$ cat config.mk
export PLATFORM = sky130hd
export DESIGN_NAME = dppc_top
export DESIGN_NICKNAME = d
export VERILOG_FILES = /design/src/hdl/dppc_pkg.sv /design/src/hdl/dppc_if.sv /design/src/hdl/dppc_sync.sv /design/src/hdl/dppc_evt.sv /design/src/hdl/dppc_top.sv
export VERILOG_INCLUDE_DIRS = /design/src /design/src/hdl
export SDC_FILE = /design/constraint.sdc
export NUM_CORES = 1
export LEC_CHECK = 0
export BUFFER_PORTS_ARGS = -buffer_cell sky130_fd_sc_hd__buf_4
export CORE_ASPECT_RATIO = 0.6
export CORE_MARGIN = 10
export CORE_UTILIZATION = 45
export CTS_CLUSTER_SIZE = 14
export DETAILED_ROUTE_END_ITERATION = 16
export GPL_TIMING_DRIVEN = 0
export PLACE_DENSITY = 0.7
export SYNTH_ARGS = -nofsm -noshare
export SYNTH_HDL_FRONTEND = slang
export SYNTH_HIERARCHICAL = 1
export SYNTH_SLANG_ARGS = --single-unit
$ cat constraint.sdc
create_clock -name ref_clk -period 3.4 [get_ports ref_clk]
set_input_delay 0.85 -clock ref_clk [delete_from_list [all_inputs] [get_ports ref_clk]]
set_output_delay 0.85 -clock ref_clk [all_outputs]
set_load 0.03 [all_outputs]
$ cat src/hdl/dppc_params.svh
`ifndef DPPC_PARAMS_SVH
`define DPPC_PARAMS_SVH

// ----------------------------------------
// register offsets (byte addresses)
// ----------------------------------------
`define DPPC_OFF_CTRL      4'h0
`define DPPC_OFF_STAT      4'h4
`define DPPC_OFF_EVT       4'h8
`define DPPC_OFF_MASK      4'hC

// ----------------------------------------
// field positions
// ----------------------------------------
`define DPPC_CTRL_EN_LSB   0
`define DPPC_CTRL_GANG_BIT 8
`define DPPC_STAT_OC_LSB   0
`define DPPC_STAT_VBUS_BIT 8
`define DPPC_STAT_PWR_LSB  16
`define DPPC_STAT_GPWR_BIT 24
`define DPPC_EVT_OC_LSB    0
`define DPPC_EVT_VRISE_BIT 8
`define DPPC_EVT_VFALL_BIT 9
`define DPPC_EVT_WIDTH     10

// ----------------------------------------
// reset values and timing
// ----------------------------------------
`define DPPC_CTRL_RST      32'h0000_0000
`define DPPC_MASK_RST      10'h000
`define DPPC_SETTLE_CYC    3

`endif

$ cat src/hdl/dppc_pkg.sv
package dppc_pkg;

	typedef logic [3:0]  dppc_addr_t;
	typedef logic [31:0] dppc_word_t;

	// pin drive modes of a power/sense pin
	typedef enum logic [1:0] {
		DPPC_PIN_HIZ_PD,
		DPPC_PIN_PULLUP,
		DPPC_PIN_DRIVE_LOW
	} dppc_pin_mode_e;

	// {oe_n, pull-up, pull-down}
	typedef logic [2:0] dppc_pin_ctl_t;

	function automatic dppc_pin_ctl_t dppc_pin_ctl(input dppc_pin_mode_e m);
		dppc_pin_ctl_t c;
		c = 3'h4;
		case (m)
			DPPC_PIN_HIZ_PD:    c = 3'h5;
			DPPC_PIN_PULLUP:    c = 3'h6;
			DPPC_PIN_DRIVE_LOW: c = 3'h0;
			default:            c = 3'h5;
		endcase
		return c;
	endfunction

endpackage

$ cat src/hdl/dppc_if.sv
`timescale 1ns/1ns
`default_nettype none

// ----------------------------------------
// raw pin levels to synchronised levels
// ----------------------------------------
interface dppc_sync_if #(parameter int W = 1);
	logic [W-1:0] raw;
	logic [W-1:0] sync;
	modport unit (input raw, output sync);
	modport user (output raw, input sync);
endinterface

// ----------------------------------------
// sticky events, mask and interrupt
// ----------------------------------------
interface dppc_evt_if #(parameter int W = 1);
	logic [W-1:0] evt;
	logic         clr;
	logic         mask_we;
	logic [W-1:0] mask_wdata;
	logic [W-1:0] status;
	logic [W-1:0] mask;
	logic         irq;
	modport unit (input evt, clr, mask_we, mask_wdata, output status, mask, irq);
	modport user (output evt, clr, mask_we, mask_wdata, input status, mask, irq);
endinterface

`default_nettype wire

$ cat src/hdl/dppc_sync.sv
`timescale 1ns/1ns
`default_nettype none

// ----------------------------------------
// two-stage synchroniser
// ----------------------------------------
module dppc_sync #(
	parameter int W = 1
) (
	input  wire logic  ref_clk,
	input  wire logic  sys_rst,
	dppc_sync_if.unit  port
);
	import dppc_pkg::*;

	typedef struct packed {
		logic [W-1:0] meta;
		logic [W-1:0] stab;
	} dppc_sync_s;

	dppc_sync_s s_q;
	dppc_sync_s s_d;

	// first stage feeds only the second
	always_comb begin
		s_d      = s_q;
		s_d.meta = port.raw;
		s_d.stab = s_q.meta;
	end

	always_ff @(posedge ref_clk) begin
		if (sys_rst) begin
			s_q <= '0;
		end else begin
			s_q <= s_d;
		end
	end

	assign port.sync = s_q.stab;

endmodule

`default_nettype wire

$ cat src/hdl/dppc_evt.sv
`timescale 1ns/1ns
`default_nettype none
`include "dppc_params.svh"

// ----------------------------------------
// sticky event status with mask
// ----------------------------------------
module dppc_evt #(
	parameter int W = 1
) (
	input  wire logic  ref_clk,
	input  wire logic  sys_rst,
	dppc_evt_if.unit   port
);
	import dppc_pkg::*;

	typedef struct packed {
		logic [W-1:0] status;
		logic [W-1:0] mask;
		logic         irq;
	} dppc_evt_s;

	dppc_evt_s s_q;
	dppc_evt_s s_d;

	// set wins over read clear
	always_comb begin
		s_d = s_q;
		if (port.clr) begin
			s_d.status = '0;
		end
		s_d.status = s_d.status | port.evt;
		if (port.mask_we) begin
			s_d.mask = port.mask_wdata;
		end
		s_d.irq = |(s_d.status & s_d.mask);
	end

	always_ff @(posedge ref_clk) begin
		if (sys_rst) begin
			s_q      <= '0;
			s_q.mask <= W'(`DPPC_MASK_RST);
		end else begin
			s_q <= s_d;
		end
	end

	assign port.status = s_q.status;
	assign port.mask   = s_q.mask;
	assign port.irq    = s_q.irq;

endmodule

`default_nettype wire

$ cat src/hdl/dppc_top.sv
// Functional notes
// - an enabled port has its power/sense pin released as an input with the pull-up on; in ganged mode the code leaves that pin undriven with the pull-down.
// - while a port is enabled, a low level on its pin is that port's overcurrent report; in ganged mode the code ignores that pin and senses the shared pin.
// - a port disabled by configuration or by host request has its pin driven low; in ganged mode the code leaves that pin undriven with the pull-down.
// - six independent power/sense pins, one per downstream port.
// - the upstream power detect input tells whether upstream bus power is present.
// - toggling upstream power detect re-runs attachment without a full reset.
// - signals named with a low-active suffix are asserted low, all others high.
// - in ganged mode the shared pin enables power and senses overcurrent for all ports.
// - during reset the pins are undriven with the pull-down applied.
`timescale 1ns/1ns
`default_nettype none
`include "dppc_params.svh"

module dppc_top #(
	parameter int NPORT = 6
) (
	input  wire logic                 ref_clk,
	input  wire logic                 sys_rst,
	// ----------------------------------------
	// register port
	// ----------------------------------------
	input  wire dppc_pkg::dppc_addr_t reg_addr,
	input  wire dppc_pkg::dppc_word_t reg_wdata,
	input  wire logic                 reg_wr,
	input  wire logic                 reg_rd,
	output var  dppc_pkg::dppc_word_t reg_rdata,
	output var  logic                 irq,
	// ----------------------------------------
	// hub core side
	// ----------------------------------------
	input  wire logic [NPORT-1:0]     host_port_dis,
	output var  logic [NPORT-1:0]     port_oc_flag,
	output var  logic [NPORT-1:0]     port_power_on,
	output var  logic                 upstream_power_present,
	output var  logic                 upstream_attach_req,
	output var  logic                 upstream_detach_req,
	// ----------------------------------------
	// per-port power/sense pins
	// ----------------------------------------
	input  wire logic [NPORT-1:0]     port_power_sense_pin_in,
	output var  logic [NPORT-1:0]     port_power_sense_pin_out,
	output var  logic [NPORT-1:0]     port_power_sense_pin_oe_n,
	output var  logic [NPORT-1:0]     port_power_sense_pin_pu,
	output var  logic [NPORT-1:0]     port_power_sense_pin_pd,
	// ----------------------------------------
	// shared (ganged) power/sense pin
	// ----------------------------------------
	input  wire logic                 shared_power_sense_pin_in,
	output var  logic                 shared_power_sense_pin_out,
	output var  logic                 shared_power_sense_pin_oe_n,
	output var  logic                 shared_power_sense_pin_pu,
	output var  logic                 shared_power_sense_pin_pd,
	// ----------------------------------------
	// upstream bus power detect
	// ----------------------------------------
	input  wire logic                 upstream_power_detect
);
	import dppc_pkg::*;

	localparam int EW = `DPPC_EVT_WIDTH;
	localparam int SW = NPORT + 2;
	localparam int ST = `DPPC_SETTLE_CYC;

	// ----------------------------------------
	// helper functions
	// ----------------------------------------
	// strobe at one register offset
	function automatic logic reg_hit(
		input logic       strobe,
		input dppc_addr_t addr,
		input dppc_addr_t offs
	);
		return strobe && (addr == offs);
	endfunction

	// rise of a level against its last value
	function automatic logic rise(
		input logic now,
		input logic was
	);
		return now & ~was;
	endfunction

	// released long enough for the pull-up
	function automatic logic settled(
		input logic [ST-1:0] hist
	);
		return &hist;
	endfunction

	// low pin on a settled released port
	function automatic logic oc_sense(
		input logic on,
		input logic done,
		input logic pin
	);
		return on & done & ~pin;
	endfunction

	// ----------------------------------------
	// state
	// ----------------------------------------
	typedef struct packed {
		logic [NPORT-1:0]        cfg_en;
		logic                    gang;
		logic [NPORT-1:0][ST-1:0] hist;
		logic [ST-1:0]           ghist;
		logic [NPORT-1:0]        oc_lvl;
		logic                    vbus;
		logic                    attach;
		logic                    detach;
		logic [NPORT-1:0]        pin_oe_n;
		logic [NPORT-1:0]        pin_pu;
		logic [NPORT-1:0]        pin_pd;
		logic [NPORT-1:0]        pin_out;
		logic                    sh_oe_n;
		logic                    sh_pu;
		logic                    sh_pd;
		logic                    sh_out;
		logic [NPORT-1:0]        pwr;
		logic                    irq;
		dppc_word_t              rdata;
	} dppc_top_s;

	dppc_top_s s_q;
	dppc_top_s s_d;

	// ----------------------------------------
	// synchronisers and event unit
	// ----------------------------------------
	dppc_sync_if #(.W(SW)) sync_if ();
	dppc_evt_if  #(.W(EW)) evt_if ();

	assign sync_if.raw = {upstream_power_detect, shared_power_sense_pin_in,
		port_power_sense_pin_in};

	dppc_sync #(
		.W (SW)
	) u_sync (
		.ref_clk (ref_clk),
		.sys_rst (sys_rst),
		.port    (sync_if)
	);

	dppc_evt #(
		.W (EW)
	) u_evt (
		.ref_clk (ref_clk),
		.sys_rst (sys_rst),
		.port    (evt_if)
	);

	// ----------------------------------------
	// helpers
	// ----------------------------------------
	logic [NPORT-1:0] pin_s;
	logic             sh_s;
	logic             vbus_s;
	logic [NPORT-1:0] req_on;
	logic             any_on;
	logic [NPORT-1:0] port_on;
	logic             sh_on;
	logic [NPORT-1:0] oc_now;
	logic             rd_evt;

	assign pin_s  = sync_if.sync[NPORT-1:0];
	assign sh_s   = sync_if.sync[NPORT];
	assign vbus_s = sync_if.sync[NPORT+1];

	assign req_on  = s_q.cfg_en & ~host_port_dis;
	assign any_on  = |req_on;
	assign port_on = s_q.gang ? '0 : req_on;
	assign sh_on   = s_q.gang & any_on;
	assign rd_evt  = reg_hit(reg_rd, reg_addr, `DPPC_OFF_EVT);

	// ----------------------------------------
	// event wiring
	// ----------------------------------------
	always_comb begin
		evt_if.evt = '0;
		evt_if.evt[`DPPC_EVT_OC_LSB +: NPORT] = oc_now & ~s_q.oc_lvl;
		evt_if.evt[`DPPC_EVT_VRISE_BIT] = rise(vbus_s, s_q.vbus);
		evt_if.evt[`DPPC_EVT_VFALL_BIT] = rise(s_q.vbus, vbus_s);
	end

	// read of the event register clears it
	assign evt_if.clr        = rd_evt;
	assign evt_if.mask_we    = reg_hit(reg_wr, reg_addr, `DPPC_OFF_MASK);
	assign evt_if.mask_wdata = reg_wdata[EW-1:0];

	// ----------------------------------------
	// overcurrent sensing
	// ----------------------------------------
	always_comb begin
		for (int i = 0; i < NPORT; i++) begin
			// low pin while enabled and settled
			oc_now[i] = oc_sense(port_on[i], settled(s_q.hist[i]), pin_s[i]);
			if (oc_sense(sh_on, settled(s_q.ghist), sh_s)) begin
				oc_now[i] = 1'b1;
			end
		end
	end

	// ----------------------------------------
	// next state
	// ----------------------------------------
	always_comb begin
		dppc_pin_ctl_t c;
		dppc_word_t    w;
		c   = '0;
		w   = '0;
		s_d = s_q;

		// register writes
		if (reg_hit(reg_wr, reg_addr, `DPPC_OFF_CTRL)) begin
			s_d.cfg_en = reg_wdata[`DPPC_CTRL_EN_LSB +: NPORT];
			s_d.gang   = reg_wdata[`DPPC_CTRL_GANG_BIT];
		end

		// settle history masks the pull-up rise time
		for (int i = 0; i < NPORT; i++) begin
			s_d.hist[i] = {s_q.hist[i][ST-2:0], port_on[i]};
		end
		s_d.ghist = {s_q.ghist[ST-2:0], sh_on};

		s_d.oc_lvl = oc_now;

		s_d.vbus   = vbus_s;
		s_d.attach = rise(vbus_s, s_q.vbus);
		s_d.detach = rise(s_q.vbus, vbus_s);

		// per-port pin drive
		for (int i = 0; i < NPORT; i++) begin
			if (s_q.gang) begin
				c = dppc_pin_ctl(DPPC_PIN_HIZ_PD);
			end else if (req_on[i]) begin
				c = dppc_pin_ctl(DPPC_PIN_PULLUP);
			end else begin
				c = dppc_pin_ctl(DPPC_PIN_DRIVE_LOW);
			end
			s_d.pin_oe_n[i] = c[2];
			s_d.pin_pu[i]   = c[1];
			s_d.pin_pd[i]   = c[0];
			s_d.pin_out[i]  = 1'b0;
		end

		// shared pin drive
		if (!s_q.gang) begin
			c = dppc_pin_ctl(DPPC_PIN_HIZ_PD);
		end else if (any_on) begin
			c = dppc_pin_ctl(DPPC_PIN_PULLUP);
		end else begin
			c = dppc_pin_ctl(DPPC_PIN_DRIVE_LOW);
		end
		s_d.sh_oe_n = c[2];
		s_d.sh_pu   = c[1];
		s_d.sh_pd   = c[0];
		s_d.sh_out  = 1'b0;

		s_d.pwr = s_q.gang ? (any_on ? req_on : '0) : req_on;
		s_d.irq = evt_if.irq;

		// register reads, data in the next cycle
		if (reg_rd) begin
			case (reg_addr)
				`DPPC_OFF_CTRL: begin
					w[`DPPC_CTRL_EN_LSB +: NPORT] = s_q.cfg_en;
					w[`DPPC_CTRL_GANG_BIT]        = s_q.gang;
				end
				`DPPC_OFF_STAT: begin
					w[`DPPC_STAT_OC_LSB +: NPORT]  = s_q.oc_lvl;
					w[`DPPC_STAT_VBUS_BIT]         = s_q.vbus;
					w[`DPPC_STAT_PWR_LSB +: NPORT] = s_q.pwr;
					w[`DPPC_STAT_GPWR_BIT]         = sh_on;
				end
				`DPPC_OFF_EVT: begin
					w[EW-1:0] = evt_if.status;
				end
				`DPPC_OFF_MASK: begin
					w[EW-1:0] = evt_if.mask;
				end
				default: begin
					w = '0;
				end
			endcase
		end
		s_d.rdata = w;
	end

	// ----------------------------------------
	// registers
	// ----------------------------------------
	always_ff @(posedge ref_clk) begin
		if (sys_rst) begin
			s_q          <= '0;
			s_q.cfg_en   <= NPORT'(`DPPC_CTRL_RST);
			s_q.pin_oe_n <= '1;
			s_q.pin_pd   <= '1;
			s_q.sh_oe_n  <= 1'b1;
			s_q.sh_pd    <= 1'b1;
		end else begin
			s_q <= s_d;
		end
	end

	// ----------------------------------------
	// outputs
	// ----------------------------------------
	assign reg_rdata                   = s_q.rdata;
	assign irq                         = s_q.irq;
	assign port_oc_flag                = s_q.oc_lvl;
	assign port_power_on               = s_q.pwr;
	assign upstream_power_present      = s_q.vbus;
	assign upstream_attach_req         = s_q.attach;
	assign upstream_detach_req         = s_q.detach;
	assign port_power_sense_pin_out    = s_q.pin_out;
	assign port_power_sense_pin_oe_n   = s_q.pin_oe_n;
	assign port_power_sense_pin_pu     = s_q.pin_pu;
	assign port_power_sense_pin_pd     = s_q.pin_pd;
	assign shared_power_sense_pin_out  = s_q.sh_out;
	assign shared_power_sense_pin_oe_n = s_q.sh_oe_n;
	assign shared_power_sense_pin_pu   = s_q.sh_pu;
	assign shared_power_sense_pin_pd   = s_q.sh_pd;

endmodule

`default_nettype wire

==> key figures <==
Detailed routing
  • Drt initial violations: 182
  • Wire per inst: 15.6 um
  • Routed via count: around 3000
  • # DRC: 0
  • Drt total wl: 10500 um
  • Via density: 4.46
  • Final ANT Viol Nets: 0
  • DR pass1 iterations: 4

Die
  • Chip height: 95.4 um
  • Initial Util: 46.3%
  • Die area: 13900 um^2
  • Cell Rows: 27
  • Die X: about 150 um
  • Core Area: 9220 um^2
  • IO Pins: 130

Status
  • Status: completed

Layout
  • Inserted Diodes: 0
  • Fillers: ~770
  • Total Nets Final: just under 600
  • Share of layout cells above drive strength 1: 40.2%
  • Multi-input logic area: 1460 um^2
  • P&R area growth vs syn: 35.8%
  • FF/Latch Area: 2280 um^2

Synthesis
  • Synth Area per Inst: approximately 11 um^2
  • Post-synthesis sequential area ratio: 53.5%
  • Synthesis Warnings: 6
  • Synth Cell Area: 4270 um^2
  • Most common library cells after synthesis: dfxtp_1 (114), buf_4 (70), nor2_1 (56)
  • Synth Flop Type: dfxtp_1
  • Asr flop ratio synth: 0%
  • Synth Register Bits: approximately 110
  • Count leader, synth: dfxtp_1
  • Post-synth top area share: 53.5%
  • Area leader, netlist: dfxtp_1
  • Synth Instances: between 400 and 500
  • Unique masters post-synth: 37
  • Number of synthesized flops with an enable pin: 0
  • Top cells by area, synth: dfxtp_1 (53%), buf_4 (12%), nor2_1 (4.9%)

Setup path
  • Critical path peak fanout: 6
  • Crit. End Element: register
  • Critical path arrival: 2.78 ns
  • Worst EP required: 3.69 ns
  • WP buf/inv: 1
  • CP delay by family, top: compound AO/OA/AOI/OAI gates
  • CP max stage cell: o211ai_2
  • Max stage delay on crit path: slightly below 0.4 ns
  • Setup CP Type: in -> reg
  • Critical-path cell list: buf_4 -> nand2b_1 -> nand4_1 -> o211ai_2 -> a21oi_1 -> o21bai_1 -> o2111ai_1 -> o41a_1
  • CP Launch Type: input port

Clock network
  • CTS tree: done
  • CTS max path bufs: 2
  • Post-CTS sizing: 0
  • Clk root buf: clkbuf_16
  • Clock transition at path regs: 0.05 ns
  • # hold bufs at CTS: 0
  • Htree depth: 4
  • Num CTS Buffers: 17
  • Clock Sinks: ~110
  • Postcts setup bufs: 0
  • Clk Latency, worst-skew pair: 0.41 ns

Timing
  • RSZ-0062 raised after global routing: false
  • Final period util: 73.2%
  • Setup tns final: 0 ns
  • Final setup fails: 0
  • Clock Skews: 0.00741 ns
  • Crit path time final: 2.49 ns
  • Max Fclk: 402 MHz
  • Relative slew slack: roughly 62%
  • Least-Margin Pin Slew: 0.569 ns
  • Final Hold Viols: 0
  • Slew Limit Fails: 0

Power and ir drop
  • Leakage Power: 0.00276 uW
  • Power Density: between 600 and 700 nW/um^2
  • Max VDD drop: around 0.43 mV
  • Pwr Total: 3500 uW

Global route
  • Pin count of the biggest net entering global routing: 17
  • Number of global-route vias before repair: 3133
  • Initial antenna violation count: 0
  • First-pass GRT wire length: around 17000 um
  • Total GRT Usage: 15.7%
  • Total congestion overflow: 0

Placed design
  • # port buffers: 85
  • DP Wirelength: 7800 um
  • GP Congestion: 0.867

Min path
  • HP Class: reg -> reg

Run
  • Max-cap check violation count: 0
-- path summary, 6_finish.rpt --
path / startpoint / end / slack [ns] / cells after the start
max: host_port_dis[1] / u_evt/port.irq / 0.91 / 8
min: u_sync/s_d[3] / u_sync/port.sync[3] / 0.44 / 1
max reg2reg: s_q[99] / u_evt/port.irq / 1.14 / 7
min reg2reg: u_sync/s_d[3] / u_sync/port.sync[3] / 0.44 / 1
-- state kept, by name, indices dropped and copies added, names as in the netlist, 6 cells and up --
name / flops
s_d: 14
u_sync/port.sync: 8
port_oc_flag: 6
u_evt/port.status: 10
port_power_on: 6
s_q: 14
u_sync/s_d: 8
port_power_sense_pin_pu: 6
port_power_sense_pin_oe_n: 6
reg_rdata: 17
u_evt/port.mask: 10
-- layout make-up --
cell class                      instances  area share, %
Sequential cell                       114           39.4
Clock inverter                         12           3.19
Buffer                                 81           10.3
Timing Repair Buffer                   85           11.0
Inverter                                4          0.281
Multi-Input combinational cell        226           25.1
Tap cell                              130           2.81
Clock buffer                           20           7.88
-- worst reg2reg max path, stage by stage, from the launching register on --
cell       delay, ns
dfxtp_1         0.32
nand2b_1        0.27
nand4_1         0.24
o211ai_2        0.39
a21oi_1         0.15
o21bai_1        0.20
o2111ai_1       0.21
o41a_1          0.36
-- metrics by stage --
step / hold slack [ns] / cell area [um^2] / instances / util, % / worst slack, ns
2_1_floorplan: 0.414 / 4350 / 425 / - / 1.07
3_3_place_gp: 0.431 / 5150 / 640 / 55.9 / 0.571
3_5_place_dp: 0.427 / 5150 / 640 / 55.9 / 0.576
4_1_cts: 0.445 / 5800 / 672 / 62.9 / 0.937
5_1_grt: 0.461 / 5800 / 672 / 62.9 / 0.830
6_report: 0.443 / 5800 / 672 / 62.9 / 0.911
-- cell families (layout without fill, tap and decap cells) --
logic type / Yosys count / in the layout / share of synthesized area (%)
mux: 27 / 27 / 8.56
other cells: 1 / 24 / 0.0879
compound gates: 29 / 29 / 4.31
buf+inv: 85 / 202 / 14.4
simple gates: 146 / 146 / 19.1
flops: 114 / 114 / 53.5
-- per-layer routing --
layer / up-vias / share of wire, % / GRT usage, %
met5: - / 0 / 0
met4: 0 / 0.76 / 4.77
met3: 8 / 7.1 / 6.90
met2: 97 / 44 / 23.9
met1: 1404 / 49 / 20.0
li1: 1487 / - / -
-- placed cells by master (no fill, tap or decap), drive strengths merged, types with 6 or more instances in the layout --
master / count
a21oi: 13
and2: 7
and2b: 6
buf: 161
clkbuf: 25
clkinv: 8
conb: 24
dfxtp: 114
mux2i: 20
mux4: 7
nand2: 8
nand2b: 6
nand4: 8
nor2: 58
nor2b: 39
nor3: 6
o21ai: 6
-- power breakdown --
part	switching, uW	leakage (uW)	total [uW]	internal [uW]
clock network	592	0.000323	1920	1330
logic	121	0.00151	215	93.4
registers	9.27	0.000926	1370	1360
total	722	0.00276	3500	2780
No activity file was read; power rests on OpenSTA's default activity.
